[src/inc/uart_stby_regs.svh]
`ifndef UART_STBY_REGS_SVH
`define UART_STBY_REGS_SVH
// --------------------------------------------------
// Register offsets (byte addresses)
// --------------------------------------------------
`define OFS_CTRL 8'h00
`define OFS_TRIG 8'h04
`define OFS_STAT 8'h08
`define OFS_FCLR 8'h0C
`define OFS_DATA 8'h10
`define OFS_PRS 8'h14
// --------------------------------------------------
// Field positions
// --------------------------------------------------
`define CTRL_EIE 0
`define CTRL_SUP 1
`define CTRL_SWE 2
`define CTRL_NINE 3
`define CTRL_PEN 4
`define CTRL_ODD 5
`define TRIG_START 0
`define TRIG_STOP 1
`define FLAG_OVF 0
`define FLAG_FEF 1
`define FLAG_PEF 2
`define CTRL_RESET 6'h00
`define DIV_RESET 7'h00
// --------------------------------------------------
// Timing
// --------------------------------------------------
`define CLK_HZ 100000000
`define STBY_BAUD_BPS 4800
`define STBY_BIT_CYCLES (`CLK_HZ / `STBY_BAUD_BPS)
`endif

[src/inc/uart_stby_pkg.sv]
package uart_stby_pkg;
  // Power mode of the receive channel
  typedef enum logic [2:0] {
    M_RUN = 3'b001,
    M_HALT = 3'b010,
    M_STANDBY = 3'b100
  } mode_e;
  // Frame receiver state
  typedef enum logic [3:0] {
    R_IDLE = 4'b0001,
    R_START = 4'b0010,
    R_SHIFT = 4'b0100,
    R_STOP = 4'b1000
  } rx_state_e;
endpackage : uart_stby_pkg

[src/rtl/uart_rx_standby_wakeup.sv]
// The implementer's own choices: the placing of the registers and the AHB-Lite interface to the registers.
`timescale 1ns/1ps
// Contract
// - Error enable clear: never error interrupt
// - Enable set, no suppress: error interrupt
// - Suppress in standby: error flags untouched, no error interrupt; completion interrupt still raised with enable clear
// - Halted clock stops; edge enters standby
// - Start bit begins frame reception
// - Completion or error interrupt returns to run
// - Suppressed error with enable set returns to halt, no flags
// - Character readable in low data bits
// - Standby reception at fixed 4800 bps
`include "uart_stby_regs.svh"
module uart_rx_standby_wakeup
  import uart_stby_pkg::*;
#(
  parameter int BIT_CYCLES = `STBY_BIT_CYCLES
) (
  input wire logic ref_clk,
  input wire logic rst,
  input wire logic hsel,
  input wire logic [31:0] haddr,
  input wire logic [1:0] htrans,
  input wire logic hwrite,
  input wire logic [2:0] hsize,
  input wire logic [31:0] hwdata,
  input wire logic hready,
  output logic hreadyout,
  output logic hresp,
  output logic [31:0] hrdata,
  input wire logic receive_line,
  input wire logic cpu_halted,
  output logic receive_complete_irq,
  output logic receive_error_irq,
  output logic clock_request
);
  // --------------------------------------------------
  // Declarations
  // --------------------------------------------------
  localparam int HALF = BIT_CYCLES / 2;
  logic [5:0] ctrl; // Control bits
  logic [6:0] divider; // Baud divider field, stored only
  logic [3:0] prescaler_select; // Stored only
  logic channel_enabled_status;
  logic [2:0] flags; // Parity, framing, overrun
  logic buf_full; // Unread character held
  logic [8:0] rx_data; // Last character
  logic wr_q; // Write data phase pending
  logic [7:0] addr_q;
  logic rx_s1, rx_s2, rx_s3, rx_lvl; // Line synchroniser
  logic rx_fall;
  mode_e mode;
  rx_state_e rstate;
  logic [15:0] baud; // Bit timer
  logic [3:0] idx; // Bit index in frame
  logic [9:0] shreg; // Data and parity bits
  logic acc, rd_data;
  logic [3:0] nbits;
  logic done_evt, fe, pe, ov, err, sup_now, drop_now;
  // Control aliases
  wire eie = ctrl[`CTRL_EIE];
  wire sup = ctrl[`CTRL_SUP];
  wire swe = ctrl[`CTRL_SWE];
  wire nine = ctrl[`CTRL_NINE];
  // --------------------------------------------------
  // Bus slave
  // --------------------------------------------------
  assign hreadyout = 1'b1; // Never stalls
  assign hresp = 1'b0; // Always OKAY
  assign acc = hsel && htrans[1] && hready && (hsize == 3'h2);
  assign rd_data = acc && !hwrite && (haddr[7:0] == `OFS_DATA);
  // Address phase capture and registered read data
  always_ff @(posedge ref_clk) begin
    if (rst) begin
      wr_q <= 1'b0;
      addr_q <= 8'h00;
      hrdata <= 32'h0;
    end else begin
      wr_q <= acc && hwrite;
      addr_q <= haddr[7:0];
      hrdata <= 32'h0;
      if (acc && !hwrite) begin
        unique case (haddr[7:0])
          `OFS_CTRL: hrdata <= {26'h0, ctrl};
          `OFS_STAT: hrdata <= {26'h0, flags, buf_full, rstate != R_IDLE, channel_enabled_status};
          `OFS_DATA: hrdata <= {16'h0, divider, nine ? rx_data : {1'b0, rx_data[7:0]}};
          `OFS_PRS: hrdata <= {28'h0, prescaler_select};
          default: hrdata <= 32'h0; // Unmapped reads zero
        endcase
      end
    end
  end
  // Register writes in the data phase
  always_ff @(posedge ref_clk) begin
    if (rst) begin
      ctrl <= `CTRL_RESET;
      divider <= `DIV_RESET;
      prescaler_select <= 4'h0;
      channel_enabled_status <= 1'b0;
    end else if (wr_q) begin
      if (addr_q == `OFS_CTRL) ctrl <= hwdata[5:0];
      if (addr_q == `OFS_DATA) divider <= hwdata[15:9];
      if (addr_q == `OFS_PRS) prescaler_select <= hwdata[3:0];
      // Stop wins if both triggers are written together
      if (addr_q == `OFS_TRIG) begin
        if (hwdata[`TRIG_STOP]) channel_enabled_status <= 1'b0;
        else if (hwdata[`TRIG_START]) channel_enabled_status <= 1'b1;
      end
    end
  end
  // --------------------------------------------------
  // Line synchroniser
  // --------------------------------------------------
  // Level moves only when second and third stages agree
  always_ff @(posedge ref_clk) begin
    if (rst) begin
      rx_s1 <= 1'b1;
      rx_s2 <= 1'b1;
      rx_s3 <= 1'b1;
      rx_lvl <= 1'b1;
    end else begin
      rx_s1 <= receive_line;
      rx_s2 <= rx_s1;
      rx_s3 <= rx_s2;
      if (rx_s2 == rx_s3) rx_lvl <= rx_s2;
    end
  end
  assign rx_fall = rx_lvl && (rx_s2 == rx_s3) && !rx_s2;
  // --------------------------------------------------
  // Frame receiver
  // --------------------------------------------------
  assign nbits = (nine ? 4'd9 : 4'd8) + {3'h0, ctrl[`CTRL_PEN]};
  assign done_evt = (rstate == R_STOP) && (baud == 16'(BIT_CYCLES - 1));
  assign fe = !rx_lvl;
  assign pe = ctrl[`CTRL_PEN] && ((^(nine ? shreg[8:0] : {1'b0, shreg[7:0]})
              ^ shreg[nbits - 4'd1]) != ctrl[`CTRL_ODD]);
  assign ov = buf_full;
  assign err = fe || pe || ov;
  assign sup_now = sup && (mode == M_STANDBY);
  // Silent return to halt only with errors enabled; otherwise completion must still wake
  assign drop_now = err && sup_now && eie;
  // Bit timing; receiver only listens once halted when wakeup is armed
  always_ff @(posedge ref_clk) begin
    if (rst || !channel_enabled_status) begin
      rstate <= R_IDLE;
      baud <= 16'h0;
      idx <= 4'h0;
      shreg <= 10'h0;
    end else begin
      unique case (rstate)
        R_IDLE: begin
          if (rx_fall && (!swe || mode != M_RUN)) begin
            rstate <= R_START;
            baud <= 16'h0;
            shreg <= 10'h0;
          end
        end
        R_START: begin
          if (baud == 16'(HALF - 1)) begin
            baud <= 16'h0;
            idx <= 4'h0;
            rstate <= rx_lvl ? R_IDLE : R_SHIFT; // Glitch rejected
          end else baud <= baud + 16'h1;
        end
        R_SHIFT: begin
          if (baud == 16'(BIT_CYCLES - 1)) begin
            baud <= 16'h0;
            shreg[idx] <= rx_lvl;
            idx <= idx + 4'h1;
            if (idx == nbits - 4'd1) rstate <= R_STOP;
          end else baud <= baud + 16'h1;
        end
        R_STOP: begin
          if (done_evt) rstate <= R_IDLE;
          else baud <= baud + 16'h1;
        end
      endcase
    end
  end
  // --------------------------------------------------
  // Data buffer and error flags
  // --------------------------------------------------
  // Set wins over clear on every flag
  always_ff @(posedge ref_clk) begin
    if (rst) begin
      flags <= 3'h0;
      buf_full <= 1'b0;
      rx_data <= 9'h0;
    end else begin
      if (rd_data) buf_full <= 1'b0;
      if (wr_q && addr_q == `OFS_FCLR) flags <= flags & ~hwdata[2:0];
      if (done_evt && !sup_now) begin
        if (ov) flags[`FLAG_OVF] <= 1'b1;
        if (fe) flags[`FLAG_FEF] <= 1'b1;
        if (pe) flags[`FLAG_PEF] <= 1'b1;
      end
      // Overrun keeps the unread character
      if (done_evt && !ov && !drop_now) begin
        rx_data <= nine ? shreg[8:0] : {1'b0, shreg[7:0]};
        buf_full <= 1'b1;
      end
    end
  end
  // --------------------------------------------------
  // Interrupt pulses
  // --------------------------------------------------
  always_ff @(posedge ref_clk) begin
    if (rst) begin
      receive_complete_irq <= 1'b0;
      receive_error_irq <= 1'b0;
    end else begin
      receive_complete_irq <= done_evt && !(err && eie);
      receive_error_irq <= done_evt && err && eie && !sup_now;
    end
  end
  // --------------------------------------------------
  // Standby mode sequencer
  // --------------------------------------------------
  always_ff @(posedge ref_clk) begin
    if (rst) mode <= M_RUN;
    else begin
      unique case (mode)
        M_RUN: if (swe && cpu_halted && channel_enabled_status) mode <= M_HALT;
        M_HALT: begin
          if (!swe || !cpu_halted || !channel_enabled_status) mode <= M_RUN;
          else if (rx_fall) mode <= M_STANDBY;
        end
        M_STANDBY: begin
          // back to halt; otherwise to run
          if (done_evt) mode <= drop_now ? M_HALT : M_RUN;
          else if (!swe || !channel_enabled_status) mode <= M_RUN;
        end
      endcase
    end
  end
  assign clock_request = (mode == M_STANDBY);
endmodule : uart_rx_standby_wakeup

[config.mk]
export PLATFORM = sky130hd
export DESIGN_NAME = uart_rx_standby_wakeup
export DESIGN_NICKNAME = d
export VERILOG_FILES = /design/src/inc/uart_stby_pkg.sv /design/src/rtl/uart_rx_standby_wakeup.sv
export VERILOG_INCLUDE_DIRS = /design/src /design/src/inc
export SDC_FILE = /design/constraint.sdc
export NUM_CORES = 1
export LEC_CHECK = 0
export ABC_AREA = 0
export BUFFER_PORTS_ARGS = -buffer_cell sky130_fd_sc_hd__buf_2
export CORE_MARGIN = 2
export CORE_UTILIZATION = 53
export CTS_BUF_LIST = sky130_fd_sc_hd__clkbuf_4 sky130_fd_sc_hd__clkbuf_8 sky130_fd_sc_hd__clkbuf_16
export DETAILED_ROUTE_END_ITERATION = 8
export HOLD_SLACK_MARGIN = 0.03
export PLACE_DENSITY = 0.88
export SKIP_CTS_REPAIR_TIMING = 1
export SLEW_MARGIN = 25
export SYNTH_ARGS = -nofsm -noshare
export SYNTH_HDL_FRONTEND = slang
export SYNTH_SLANG_ARGS = --single-unit
[constraint.sdc]
create_clock -name ref_clk -period 3.7 [get_ports ref_clk]
set_input_delay 0.37 -clock ref_clk [delete_from_list [all_inputs] [get_ports ref_clk]]
set_output_delay 0.37 -clock ref_clk [all_outputs]
set_load 0.03 [all_outputs]
# Word level (Yosys, flattened, before mapping)

Cells that the tools add are included.

Add/subtract/negate cells: 4
$lt $le $gt $ge: 3
Equal/unequal tests: 31
Muxes and demuxes: 43
Bitwise operators: 4
Reduce and logical (&&, ||, !) cells: 60

Operator list:

| cell                                                       | number |
|---|---|
| one-hot mux 16 bit (4 select lines)                        | 2 |
| 2-to-1 mux 16 bit                                          | 4 |
| equality test 8 x 5 -> 1 bit, second input constant        | 4 |
| 2-to-1 mux 4 bit                                           | 7 |
| logical AND 1 bit                                          | 26 |
| 2-to-1 mux 3 bit                                           | 8 |
| 2-to-1 mux 10 bit                                          | 2 |
| one-hot mux 10 bit (2 select lines)                        | 1 |
| 2-to-1 mux 9 bit                                           | 2 |
| adder 16 x 1 -> 16 bit, second input constant              | 1 |
| equality test 16 x 14 -> 1 bit, second input constant      | 1 |
| equality test 16 x 15 -> 1 bit, second input constant      | 1 |
| equality test 8 x 4 -> 1 bit, second input constant        | 2 |
| zero test 8 bit                                            | 2 |
| one-hot mux 4 bit (4 select lines)                         | 1 |
| inequality test 2 bit, second input constant               | 7 |
| AND reduction 3 bit                                        | 4 |
| bitwise mux 10 bit                                         | 1 |
| zero test 1 bit                                            | 10 |
| less-than comparator 4 x 5 -> 1 bit, second input constant | 2 |
| 2-to-1 mux 1 bit                                           | 10 |
| one-hot mux 3 bit (3 select lines)                         | 1 |
| parity 9 bit                                               | 1 |
| equality test 8 x 3 -> 1 bit, second input constant        | 1 |
| other kinds (30)                                           | 44 |

Flip-flop bits (word level): 115
Input bits: 76
Output and inout bits: 37
Word-level logic and storage cells: 166

# Logic depth before layout (Yosys ltp)

Gate-level depths: netlist of the first run.

Word-level depth: 15
Depth in mapped cells: 11
Depth with buffers taken out: 8

# Least setup slack after synthesis of the first run

Ideal clock, no wire load.

Kind: register to register
Start: register ctrl[4]
End: register rx_data[8]
Library setup time: 0.121 ns
Arrival: 2.558 ns
Data required time: 3.579 ns
Setup slack: 1.020 ns
Stages on the path, launching flop included: 10
Buffers on the path: 1
Period minus slack after synthesis: 2.680 ns
Path through: dfxtp_1 > inv_1 > ha_1 > mux4_2 > xnor3_1 > xnor3_1 > nand4_1 > o2111a_1 > buf_6 > mux2_4

Cells in the longest elaborated chain, start to end: 13

Ends and longest elaborated chain:

| element                                | line                          | text |
|---|---|---|
| start, declared                        | uart_rx_standby_wakeup.sv:41  | `logic [5:0] ctrl;` |
| start signal, assigned                 | uart_rx_standby_wakeup.sv:96  | `` ctrl <= `CTRL_RESET; `` |
| start signal, assigned                 | uart_rx_standby_wakeup.sv:101 | `` if (addr_q == `OFS_CTRL) ctrl <= hwdata[5:0]; `` |
| adder 4 x 1 -> 4 bit                   | uart_rx_standby_wakeup.sv:132 | `` assign nbits = (nine ? 4'd9 : 4'd8) + {3'h0, ctrl[`CTRL_PEN]}; `` |
| subtractor 4 x 1 -> 4 bit              | uart_rx_standby_wakeup.sv:136 | `` ^ shreg[nbits - 4'd1]) != ctrl[`CTRL_ODD]); `` |
| binary-select mux 1 bit (select 4 bit) | uart_rx_standby_wakeup.sv:136 |  |
| 2-to-1 mux 1 bit (implied by the code) | uart_rx_standby_wakeup.sv:136 |  |
| XOR 1 bit                              | uart_rx_standby_wakeup.sv:136 |  |
| inequality test 1 bit                  | uart_rx_standby_wakeup.sv:135 | `` assign pe = ctrl[`CTRL_PEN] && ((^(nine ? shreg[8:0] : {1'b0, shreg[7:0]}) `` |
| logical AND 1 bit *                    | uart_rx_standby_wakeup.sv:135 |  |
| logical OR 1 bit * (2 in series)       | uart_rx_standby_wakeup.sv:138 | `assign err = fe \|\| pe \|\| ov;` |
| logical AND 1 bit * (2 in series)      | uart_rx_standby_wakeup.sv:141 | `assign drop_now = err && sup_now && eie;` |
| zero test 1 bit *                      | uart_rx_standby_wakeup.sv:198 | `if (done_evt && !ov && !drop_now) begin` |
| logical AND 1 bit *                    | uart_rx_standby_wakeup.sv:198 |  |
| end signal, assigned                   | uart_rx_standby_wakeup.sv:199 | `rx_data <= nine ? shreg[8:0] : {1'b0, shreg[7:0]};` |
| end, declared                          | uart_rx_standby_wakeup.sv:47  | `logic [8:0] rx_data;` |

Mark *: on every way between the ends. The rest lies on a longest branch, timed or not. The select of a mux whose other input is x is not followed.
A chain may end at the register's enable or synchronous reset.

# Worst setup path after layout of the first run

Start: register ctrl[3]
End: register rx_data[2]

Cells in the longest elaborated chain, start to end: 14
Elaborated cells on any way between the ends: 16
Classes of those cells: add/sub (2); eq/ne (1); mux (4); bitwise (1); reduce/logical (8)

Ends and longest elaborated chain:

| element                                | line |
|---|---|
| 2-to-1 mux 1 bit                       | uart_rx_standby_wakeup.sv:132 |
| adder 4 x 1 -> 4 bit                   | uart_rx_standby_wakeup.sv:132 |
| subtractor 4 x 1 -> 4 bit              | uart_rx_standby_wakeup.sv:136 |
| binary-select mux 1 bit (select 4 bit) | uart_rx_standby_wakeup.sv:136 |
| 2-to-1 mux 1 bit (implied by the code) | uart_rx_standby_wakeup.sv:136 |
| XOR 1 bit *                            | uart_rx_standby_wakeup.sv:136 |
| inequality test 1 bit *                | uart_rx_standby_wakeup.sv:135 |
| logical AND 1 bit *                    | uart_rx_standby_wakeup.sv:135 |
| logical OR 1 bit * (2 in series)       | uart_rx_standby_wakeup.sv:138 |
| logical AND 1 bit * (2 in series)      | uart_rx_standby_wakeup.sv:141 |
| zero test 1 bit *                      | uart_rx_standby_wakeup.sv:198 |
| logical AND 1 bit *                    | uart_rx_standby_wakeup.sv:198 |

Marks and branches as above.

==> impl_metrics.csv, run 1 <==
group,metric,value,unit
status,status,"complete, no violations",
logic_synthesis,yosys.area_share.adder,1.91,%
critical_path,critPathCaptureType,"flip-flop",
layout,layout.nets,612,
layout,drive_above_1_share,16.9,%
layout,syn_to_final_growth,9.68,%
layout,diodes,0,
logic_synthesis,synth_cells,486,
timing,hold_violations,0,
timing,layout_min_cycle_time,3160,ps
logic_synthesis,synth-seq-cells,99,
floorplan,die_area,0.00942,sq mm
timing,min_period_over_period,85.5,%
global_routing,grt_pass1_vias,3607,
drt,viasPerCell,5.68,
drt,vias,3630,
logic_synthesis,synth_xor_area_share,5.75,%
layout,multi_input_area,0.00241,sq mm
power,power.leakage,0.00195,uW
layout,fillers,639,
logic_synthesis,yosys.area.top_type,"dfxtp_1",
drt,routed_wl,10100,microns
floorplan,placementRows,33,
logic_synthesis,syn_area,0.00459,sq mm
run,maxCapViolations,0,
clocking,cts-buffers-inserted,9,
global_routing,met1_usage,28.0,%
timing,relSlewSlack,39.8,%
timing,slew_viol_final,0,
floorplan,io_pins,113,
min_path,min-delay-path-class,"input port to flip-flop",
power,p_total,1860,uW
layout,final-seq-area,0.00198,sq mm
global_routing,grt_max_degree,60,
layout,finalNonFillerCells,639,
global_routing,grt-busiest-layer,"met2",
global_routing,grt_use_met3,2.95,%
logic_synthesis,synth-async-reset-ratio,0,%
logic_synthesis,synth_compound_area_share,9.98,%
drt,drt-initial-drc-count,320,
logic_synthesis,synth-simple-area-share,24.6,%
place,place_ws,560,ps
global_routing,track_usage,21.5,%
critical_path,critPathRequiredTime,4010,ps
logic_synthesis,yosys.area.top_type_share,43.2,%
global_routing,grt_pass1_wl,16900,microns
timing,tns,0,ps
floorplan,die_x,97.1,microns
logic_synthesis,synth.yosys.seq_area_share,43.2,%
layout,final_common_cell,"dfxtp_1",
timing,final.setup.worst_slack,538,ps
place,gp_congestion,0.841,
place,place_hpwl,7180,microns
logic_synthesis,synthTopCellsByArea,"dfxtp_1, mux2i_1, nor2_1",
timing,skew,7.30,ps
timing,rsz0062_at_grt,"no",
logic_synthesis,synth_edf_count,0,
clocking,htreeDepth,3,
global_routing,antenna_found_initial,0,
layout,final_cell_mix,"dfxtp_1, nor2_1, buf_2",
logic_synthesis,ys.warnings.count,0,
power,ir_drop,0.181,mV
clocking,cts.sinks,99,
logic_synthesis,synth.area.mux_share,8.69,%
timing,fmax,0.316,GHz
place,portBuffers,50,
drt,drtPass1Iterations,5,
floorplan,core,0.00830,sq mm
global_routing,overflow,0,
critical_path,path_max_fanout,8,
logic_synthesis,synth.distinct_cells,64,
timing,hold_ws,170,ps
timing,finalSetupViolations,0,
critical_path,startpoint_type,"flip-flop",
logic_synthesis,synth_top_family_by_area,"simple AND/OR/NAND/NOR gates",
critical_path,worstSetupPathType,"flip-flop to flip-flop",
drt,drc,0,
timing,worst_pin_slew,903,ps
clocking,cts_tree,"built",
clocking,root_buffer,"clkbuf_8",
global_routing,grt_use_met2,35.6,%
clocking,clkLatencyLatePin,370,ps
min_path,min_path_cells,2,
clocking,cts.reportedPaths.clkPinSlew,100,ps
clocking,clockBufferDepth,2,
critical_path,worstRegToRegCells,9,
place,dp_cells,623,
floorplan,dieHeight,97.1,microns
floorplan,start_util,55.3,%
drt,wire_per_inst,15.8,microns
logic_synthesis,post_synth.cell_area_avg,9.45,sq um
logic_synthesis,synthFlopType,"dfxtp_1",
power,power_density,369,mW/mm^2
critical_path,crit_arrival,3470,ps
drt,route.antenna.remaining_nets,0,
-- Yosys cell counts (all sizes together), types with 3 or more instances --
cell type and count:
dfxtp 99, and2 13, a22o 4, inv 9, nor4b 5, buf 23
nor4bb 3, o211ai 9, nand3 13, a222oi 4, nand3b 5, xnor2 8
nor2 74, nand2 22, or4b 3, nor4 3, o21ai 7, a22oi 3
a21oi 11, mux2i 35, clkbuf 15, nand2b 18, and3 9, xor2 17
ha 7, nor2b 14, nand4 6, nor3 4, or2 3, a31oi 6
-- layout make-up --
cell class | instances | area share [%]
well taps | 105 | 2.61
clock inverters | 6 | 1.12
flip-flops and latches | 99 | 39.4
inverters | 9 | 0.671
repair buffers | 54 | 5.57
multi-input cells | 356 | 47.9
clock buffers | 10 | 2.73
-- state kept, by name, summed over array words and instances, names as in the netlist --
register	cells
idx	4
receive_complete_irq	1
channel_enabled_status	1
wr_q	1
rx_lvl	1
rx_data	9
prescaler_select	4
baud	16
shreg	10
buf_full	1
hrdata	16
rx_s1	1
mode	3
ctrl	6
rx_s2	1
rx_s3	1
flags	3
divider	7
addr_q	8
rstate	4
receive_error_irq	1
-- worst max-delay path, cell delays in order, from the launching register on --
cell      delay [ps]
dfxtp_1          430
inv_1            100
ha_1             360
mux4_2           520
xnor3_1          400
xnor3_1          280
nand4_1          120
o2111a_1         500
buf_4            220
mux2i_1          170
-- through the flow --
stage	util (%)	instance area (sq um)
floorplan	-	4650
global placement	58.2	4830
detailed placement	58.2	4830
CTS	60.6	5030
global route	60.7	5030
finish	60.7	5030
-- report_power, final --
group	total, uW	internal [uW]	switching, uW
clock network	689	278	411
logic	83.5	29.7	53.8
registers	1080	1070	9.98
total	1860	1380	474
-- worst paths after layout --
path                startpoint         end  slack [ps]
setup / recovery       ctrl[3]  rx_data[2]         540
hold / removal    receive_line       rx_s1         170
setup reg to reg       ctrl[3]  rx_data[2]         540
hold reg to reg          rx_s1       rx_s2         420
-- cell families after synthesis --
logic type / Yosys count
AO/OA/AOI/OAI: 58
XOR/XNOR: 27
adder cells (fa/ha/maj): 7
buffers and inverters: 47
flip-flops: 99
multiplexers: 38
other: 2
AND/OR/NAND/NOR: 208
-- routing by layer --
metal	wire length, microns	share of wire, %	up-vias
met1	4310	43	1712
met4	194	1.9	0
met3	576	5.7	19
met2	4990	50	156
met5	0	0	-
li1	-	-	1743
Note: power is estimated with default switching activity, not from simulation.
==> run 2: changes to the inputs <==
--- a/config.mk
+++ b/config.mk
@@ -9,13 +9,13 @@
 export ABC_AREA = 0
 export BUFFER_PORTS_ARGS = -buffer_cell sky130_fd_sc_hd__buf_2
 export CORE_MARGIN = 2
-export CORE_UTILIZATION = 53
+export CORE_UTILIZATION = 40
 export CTS_BUF_LIST = sky130_fd_sc_hd__clkbuf_4 sky130_fd_sc_hd__clkbuf_8 sky130_fd_sc_hd__clkbuf_16
 export DETAILED_ROUTE_END_ITERATION = 8
 export HOLD_SLACK_MARGIN = 0.03
-export PLACE_DENSITY = 0.88
+export PLACE_DENSITY = 0.72
 export SKIP_CTS_REPAIR_TIMING = 1
-export SLEW_MARGIN = 25
+export SLEW_MARGIN = 20
 export SYNTH_ARGS = -nofsm -noshare
 export SYNTH_HDL_FRONTEND = slang
 export SYNTH_SLANG_ARGS = --single-unit
==> run 2 against run 1 <==
  * Combinational power down 1%
  * Worst setup slack worse by 2.7 ps
  * First-iteration DRC count is 24% lower
  * Flip-flop and latch count unchanged
  * Die area increased by 31%
  * Worst hold slack better by 39 ps
  * Core utilization decreased by 15 points
  * Global-route usage down 6.3 points
  * Critical endpoint is now rx_data[3]
  * Largest cell class unchanged
  * Highest routed layer unchanged
==> impl_metrics.csv, run 2 (synthesis results as in run 1) <==
group,metric,value,unit
status,status,"complete, no violations",
timing,relSlewSlack,37.7,%
clocking,htreeDepth,3,
run,maxCapViolations,0,
layout,diodes,0,
drt,wire_per_inst,13.8,microns
drt,routed_wl,9340,microns
drt,drc,0,
drt,vias,3540,
layout,postLayoutCoreUtil,45.8,%
place,place_hpwl,6590,microns
timing,final.setup.worst_slack,535,ps
floorplan,dieHeight,111,microns
layout,drive_above_1_share,16.7,%
critical_path,crit_path_frequent_cell,"xnor3_1",
power,ir_drop,0.249,mV
drt,drt-initial-drc-count,244,
floorplan,core,0.0113,sq mm
drt,route.antenna.remaining_nets,0,
drt,drtPass1Iterations,5,
power,power_density,406,mW/mm^2
drt,viasPerCell,5.24,
clocking,cts_tree,"built",
critical_path,startpoint_type,"flip-flop",
min_path,min-delay-path-class,"input port to flip-flop",
global_routing,antenna_found_initial,0,
global_routing,track_usage,15.2,%
clocking,clkLatencyLatePin,340,ps
timing,finalSetupViolations,0,
global_routing,grt_pass1_wl,15600,microns
timing,layout_min_cycle_time,3170,ps
critical_path,cp_slowest_cell,"mux4_2",
timing,fmax,0.316,GHz
clocking,cts-buffers-inserted,9,
global_routing,grt_max_degree,60,
critical_path,worstPathCellList,"inv_1 -> ha_1 -> mux4_2 -> xnor3_1 -> xnor3_1 -> nand4_1 -> o2111a_1 -> buf_4 -> mux2i_1",
clocking,cts.reportedPaths.clkPinSlew,70,ps
global_routing,overflow,0,
critical_path,worstSetupPathType,"flip-flop to flip-flop",
layout,syn_to_final_growth,13.0,%
layout,fin_area,0.00519,sq mm
floorplan,start_util,40.6,%
layout,final_cell_mix,"dfxtp_1, nor2_1, buf_2",
place,portBuffers,50,
clocking,cts.sinks,99,
floorplan,io_pins,113,
timing,hold_violations,0,
layout,layout.nets,612,
timing,slew_viol_final,0,
layout,final_common_cell,"dfxtp_1",
timing,skew,9.17,ps
critical_path,crit_arrival,3440,ps
place,placed_area,0.00488,sq mm
power,power.leakage,0.00199,uW
critical_path,path_max_fanout,8,
global_routing,grt_pass1_vias,3292,
timing,tns,0,ps
floorplan,die_area,0.0123,sq mm
timing,worst_pin_slew,935,ps
timing,min_period_over_period,85.5,%
critical_path,critPathRequiredTime,3970,ps
critical_path,cp_num_buf_inv,2,
place,gp_congestion,0.889,
layout,top_regs,"baud x16, hrdata x16, shreg x10",
floorplan,die_x,111,microns
critical_path,critPathCaptureType,"flip-flop",
place,place_ws,579,ps
clocking,root_buffer,"clkbuf_16",
floorplan,placementRows,39,
critical_path,cpPeakStageDelay,510,ps
timing,rsz0062_at_grt,"no",
clocking,clockBufferDepth,2,
critical_path,path_delay_family,"multiplexers",
==> run 2: cell count changes in the layout (fill, tap and decap cells not counted) <==
| cell | previous run | this run |
|---|---|---|
| clkbuf_16 | 0 | 9 |
| clkinvlp_4 | 1 | 2 |
| bufinv_16 | 0 | 1 |
| inv_6 | 2 | 1 |
| inv_8 | 2 | 1 |
| clkbuf_8 | 10 | 0 |
==> run 2: cell type report <==
type,instances,area [sq um]
clock buffer,9,225
clock inverter,6,73.8
fill,1057,6130
inverter,9,33.8
multi-input combinational,356,2410
sequential,99,1980
tap,143,179
timing repair buffer,54,280
==> run 2: metrics by stage <==
step	hold WS, ps	instances	power [uW]
3_3_place_gp	396	661	1190
3_5_place_dp	397	661	1190
5_1_grt	203	676	2180
2_1_floorplan	389	502	1180
4_1_cts	201	676	2130
6_report	209	676	2110
==> run 2: power by group <==
group          switching, uW  internal (uW)
logic                   53.0           29.6
clock network            412            528
registers               9.33           1070
total                    474           1630
==> run 2: path summary, 6_finish.rpt <==
check | cells past startpoint | end | start | slack, ps
hold / removal | 2 | rx_s1 | receive_line | 210
setup / recovery | 9 | rx_data[3] | ctrl[3] | 530
setup reg to reg | 9 | rx_data[3] | ctrl[3] | 530
hold reg to reg | 1 | rx_s2 | rx_s1 | 410
==> run 2: worst register-to-register path, delay by kind of cell, from the launching register on <==
kind            cells  cell delay, ps
compound gates      1             510
xor+xnor            2             660
fa+ha+maj           1             360
buf+inv             2             340
flops               1             420
mux                 2             690
simple gates        1             110
==> run 2: per-layer routing <==
metal / GRT usage, % / wire length (microns) / up-vias
li1: - / - / 1747
met1: 20.3 / 4410 / 1666
met2: 24.5 / 4300 / 108
met3: 2.90 / 436 / 19
met4: 6.17 / 197 / 0
met5: 0 / 0 / -
==> run 3: changes to the inputs <==
--- a/config.mk
+++ b/config.mk
@@ -7,7 +7,7 @@
 export NUM_CORES = 1
 export LEC_CHECK = 0
 export ABC_AREA = 0
-export BUFFER_PORTS_ARGS = -buffer_cell sky130_fd_sc_hd__buf_2
+export BUFFER_PORTS_ARGS = -buffer_cell sky130_fd_sc_hd__buf_4
 export CORE_MARGIN = 2
 export CORE_UTILIZATION = 40
 export CTS_BUF_LIST = sky130_fd_sc_hd__clkbuf_4 sky130_fd_sc_hd__clkbuf_8 sky130_fd_sc_hd__clkbuf_16
==> run 3 against run 2 <==
  * Final cell count stayed put
  * Total power is 3.7% higher
  * Sequential power about the same
  * Critical endpoint is now rx_data[4]
  * Worst setup slack lost 41 ps
==> impl_metrics.csv, run 3 (synthesis results as in run 1) <==
group,metric,value,unit
status,status,"complete, no violations",
power,combPwrFrac,4.2,%
global_routing,overflow,0,
drt,dr_wl_met2,4400,microns
place,portBuffers,50,
floorplan,die_x,111,microns
layout,diodes,0,
drt,drc,0,
critical_path,critPathRequiredTime,3970,ps
clocking,cts.reportedPaths.clkPinSlew,70,ps
timing,relSlewSlack,42.3,%
clocking,clockBufferDepth,2,
power,p_sw_share,21.7,%
critical_path,crit_arrival,3480,ps
floorplan,dieHeight,111,microns
timing,min_period_over_period,86.7,%
global_routing,grt_pass1_vias,3228,
place,place_hpwl,6770,microns
clocking,cts.sinks,99,
place,gp_congestion,0.902,
layout,final_cell_mix,"dfxtp_1, nor2_1, buf_4",
floorplan,core,0.0113,sq mm
timing,fmax,0.312,GHz
timing,hold_violations,0,
drt,route.antenna.remaining_nets,0,
clocking,htreeDepth,3,
power,power_frac_clock,46.2,%
timing,layout_min_cycle_time,3210,ps
power,p_int,1710,uW
drt,drt-met1-wl,4640,microns
drt,drtPass1Iterations,4,
global_routing,antenna_found_initial,0,
power,pwr-share-seq,49.6,%
global_routing,grt_max_degree,60,
drt,routed_wl,9490,microns
global_routing,track_usage,15.5,%
timing,finalSetupViolations,0,
layout,top_regs,"baud x16, hrdata x16, shreg x10",
global_routing,grt_pass1_wl,15800,microns
power,p_total,2180,uW
layout,drive_above_1_share,16.7,%
power,power.leakage,0.00203,uW
min_path,min-delay-path-class,"input port to flip-flop",
layout,layout.nets,612,
critical_path,rrSetupSlack,490,ps
floorplan,start_util,40.6,%
place,dp_cells,661,
clocking,cts_tree,"built",
critical_path,critPathCaptureType,"flip-flop",
clocking,root_buffer,"clkbuf_16",
drt,wl_met3,319,microns
layout,final_common_cell,"dfxtp_1",
layout,finalNonFillerCells,676,
critical_path,startpoint_type,"flip-flop",
clocking,clkLatencyLatePin,340,ps
critical_path,path_max_fanout,8,
clocking,cts-buffers-inserted,9,
floorplan,placementRows,39,
timing,tns,0,ps
power,ir_drop,0.209,mV
drt,highest_layer,"met4",
floorplan,die_area,0.0123,sq mm
layout,postLayoutCoreUtil,47.1,%
timing,rsz0062_at_grt,"no",
drt,viasPerCell,5.11,
timing,slew_viol_final,0,
drt,drt-initial-drc-count,224,
drt,wire_per_inst,14.0,microns
run,maxCapViolations,0,
power,p_sw,474,uW
critical_path,worstSetupPathType,"flip-flop to flip-flop",
timing,worst_pin_slew,863,ps
timing,skew,8.90,ps
drt,vias,3456,
floorplan,io_pins,113,
power,power_density,410,mW/mm^2
layout,syn_to_final_growth,16.2,%
[run 3: power groups by stage]
stage | combinational (uW) | sequential, uW | clock, uW
final | 91.3 | 1080 | 1010
after global routing | 98.9 | 1080 | 1070
after CTS | 91.3 | 1080 | 1030
after detailed placement | 91.1 | 1110 | 0
after global placement | 88.7 | 1110 | 0
after floorplan | 70.8 | 1110 | 0
[run 3: per-stage QoR]
stage	hold WS (ps)	area (sq um)	worst slack [ps]
global placement	396	5000	603
finish	210	5340	494
floorplan	389	4650	1020
CTS	201	5330	520
global route	199	5340	404
detailed placement	399	5000	556
[run 3: critical path, cell delays in order (launching register included)]
cell,delay [ps]
dfxtp_1,420
inv_1,100
ha_1,350
mux4_2,510
xnor3_1,390
xnor3_1,290
nand4_1,130
o2111a_1,530
buf_4,230
mux2i_1,190
[run 3: layout make-up]
cell class | count | area [sq um]
Fill cell | 1065 | 5990
Multi-Input combinational cell | 356 | 2410
Sequential cell | 99 | 1980
Timing Repair Buffer | 54 | 405
Clock buffer | 9 | 225
Tap cell | 143 | 179
Clock inverter | 6 | 96.3
Inverter | 9 | 33.8
[run 3: worst paths after layout]
check          startpoint          to  cells after the start
min reg2reg         rx_s1       rx_s2                      1
min          receive_line       rx_s1                      2
max reg2reg       ctrl[3]  rx_data[4]                      9
max               ctrl[3]  rx_data[4]                      9
[run 3: layer usage]
| layer | global-route usage (%) | vias up |
|---|---|---|
| li1 | - | 1743 |
| met1 | 21.0 | 1626 |
| met2 | 24.7 | 79 |
| met3 | 3.39 | 8 |
| met4 | 5.35 | 0 |
| met5 | 0 | - |
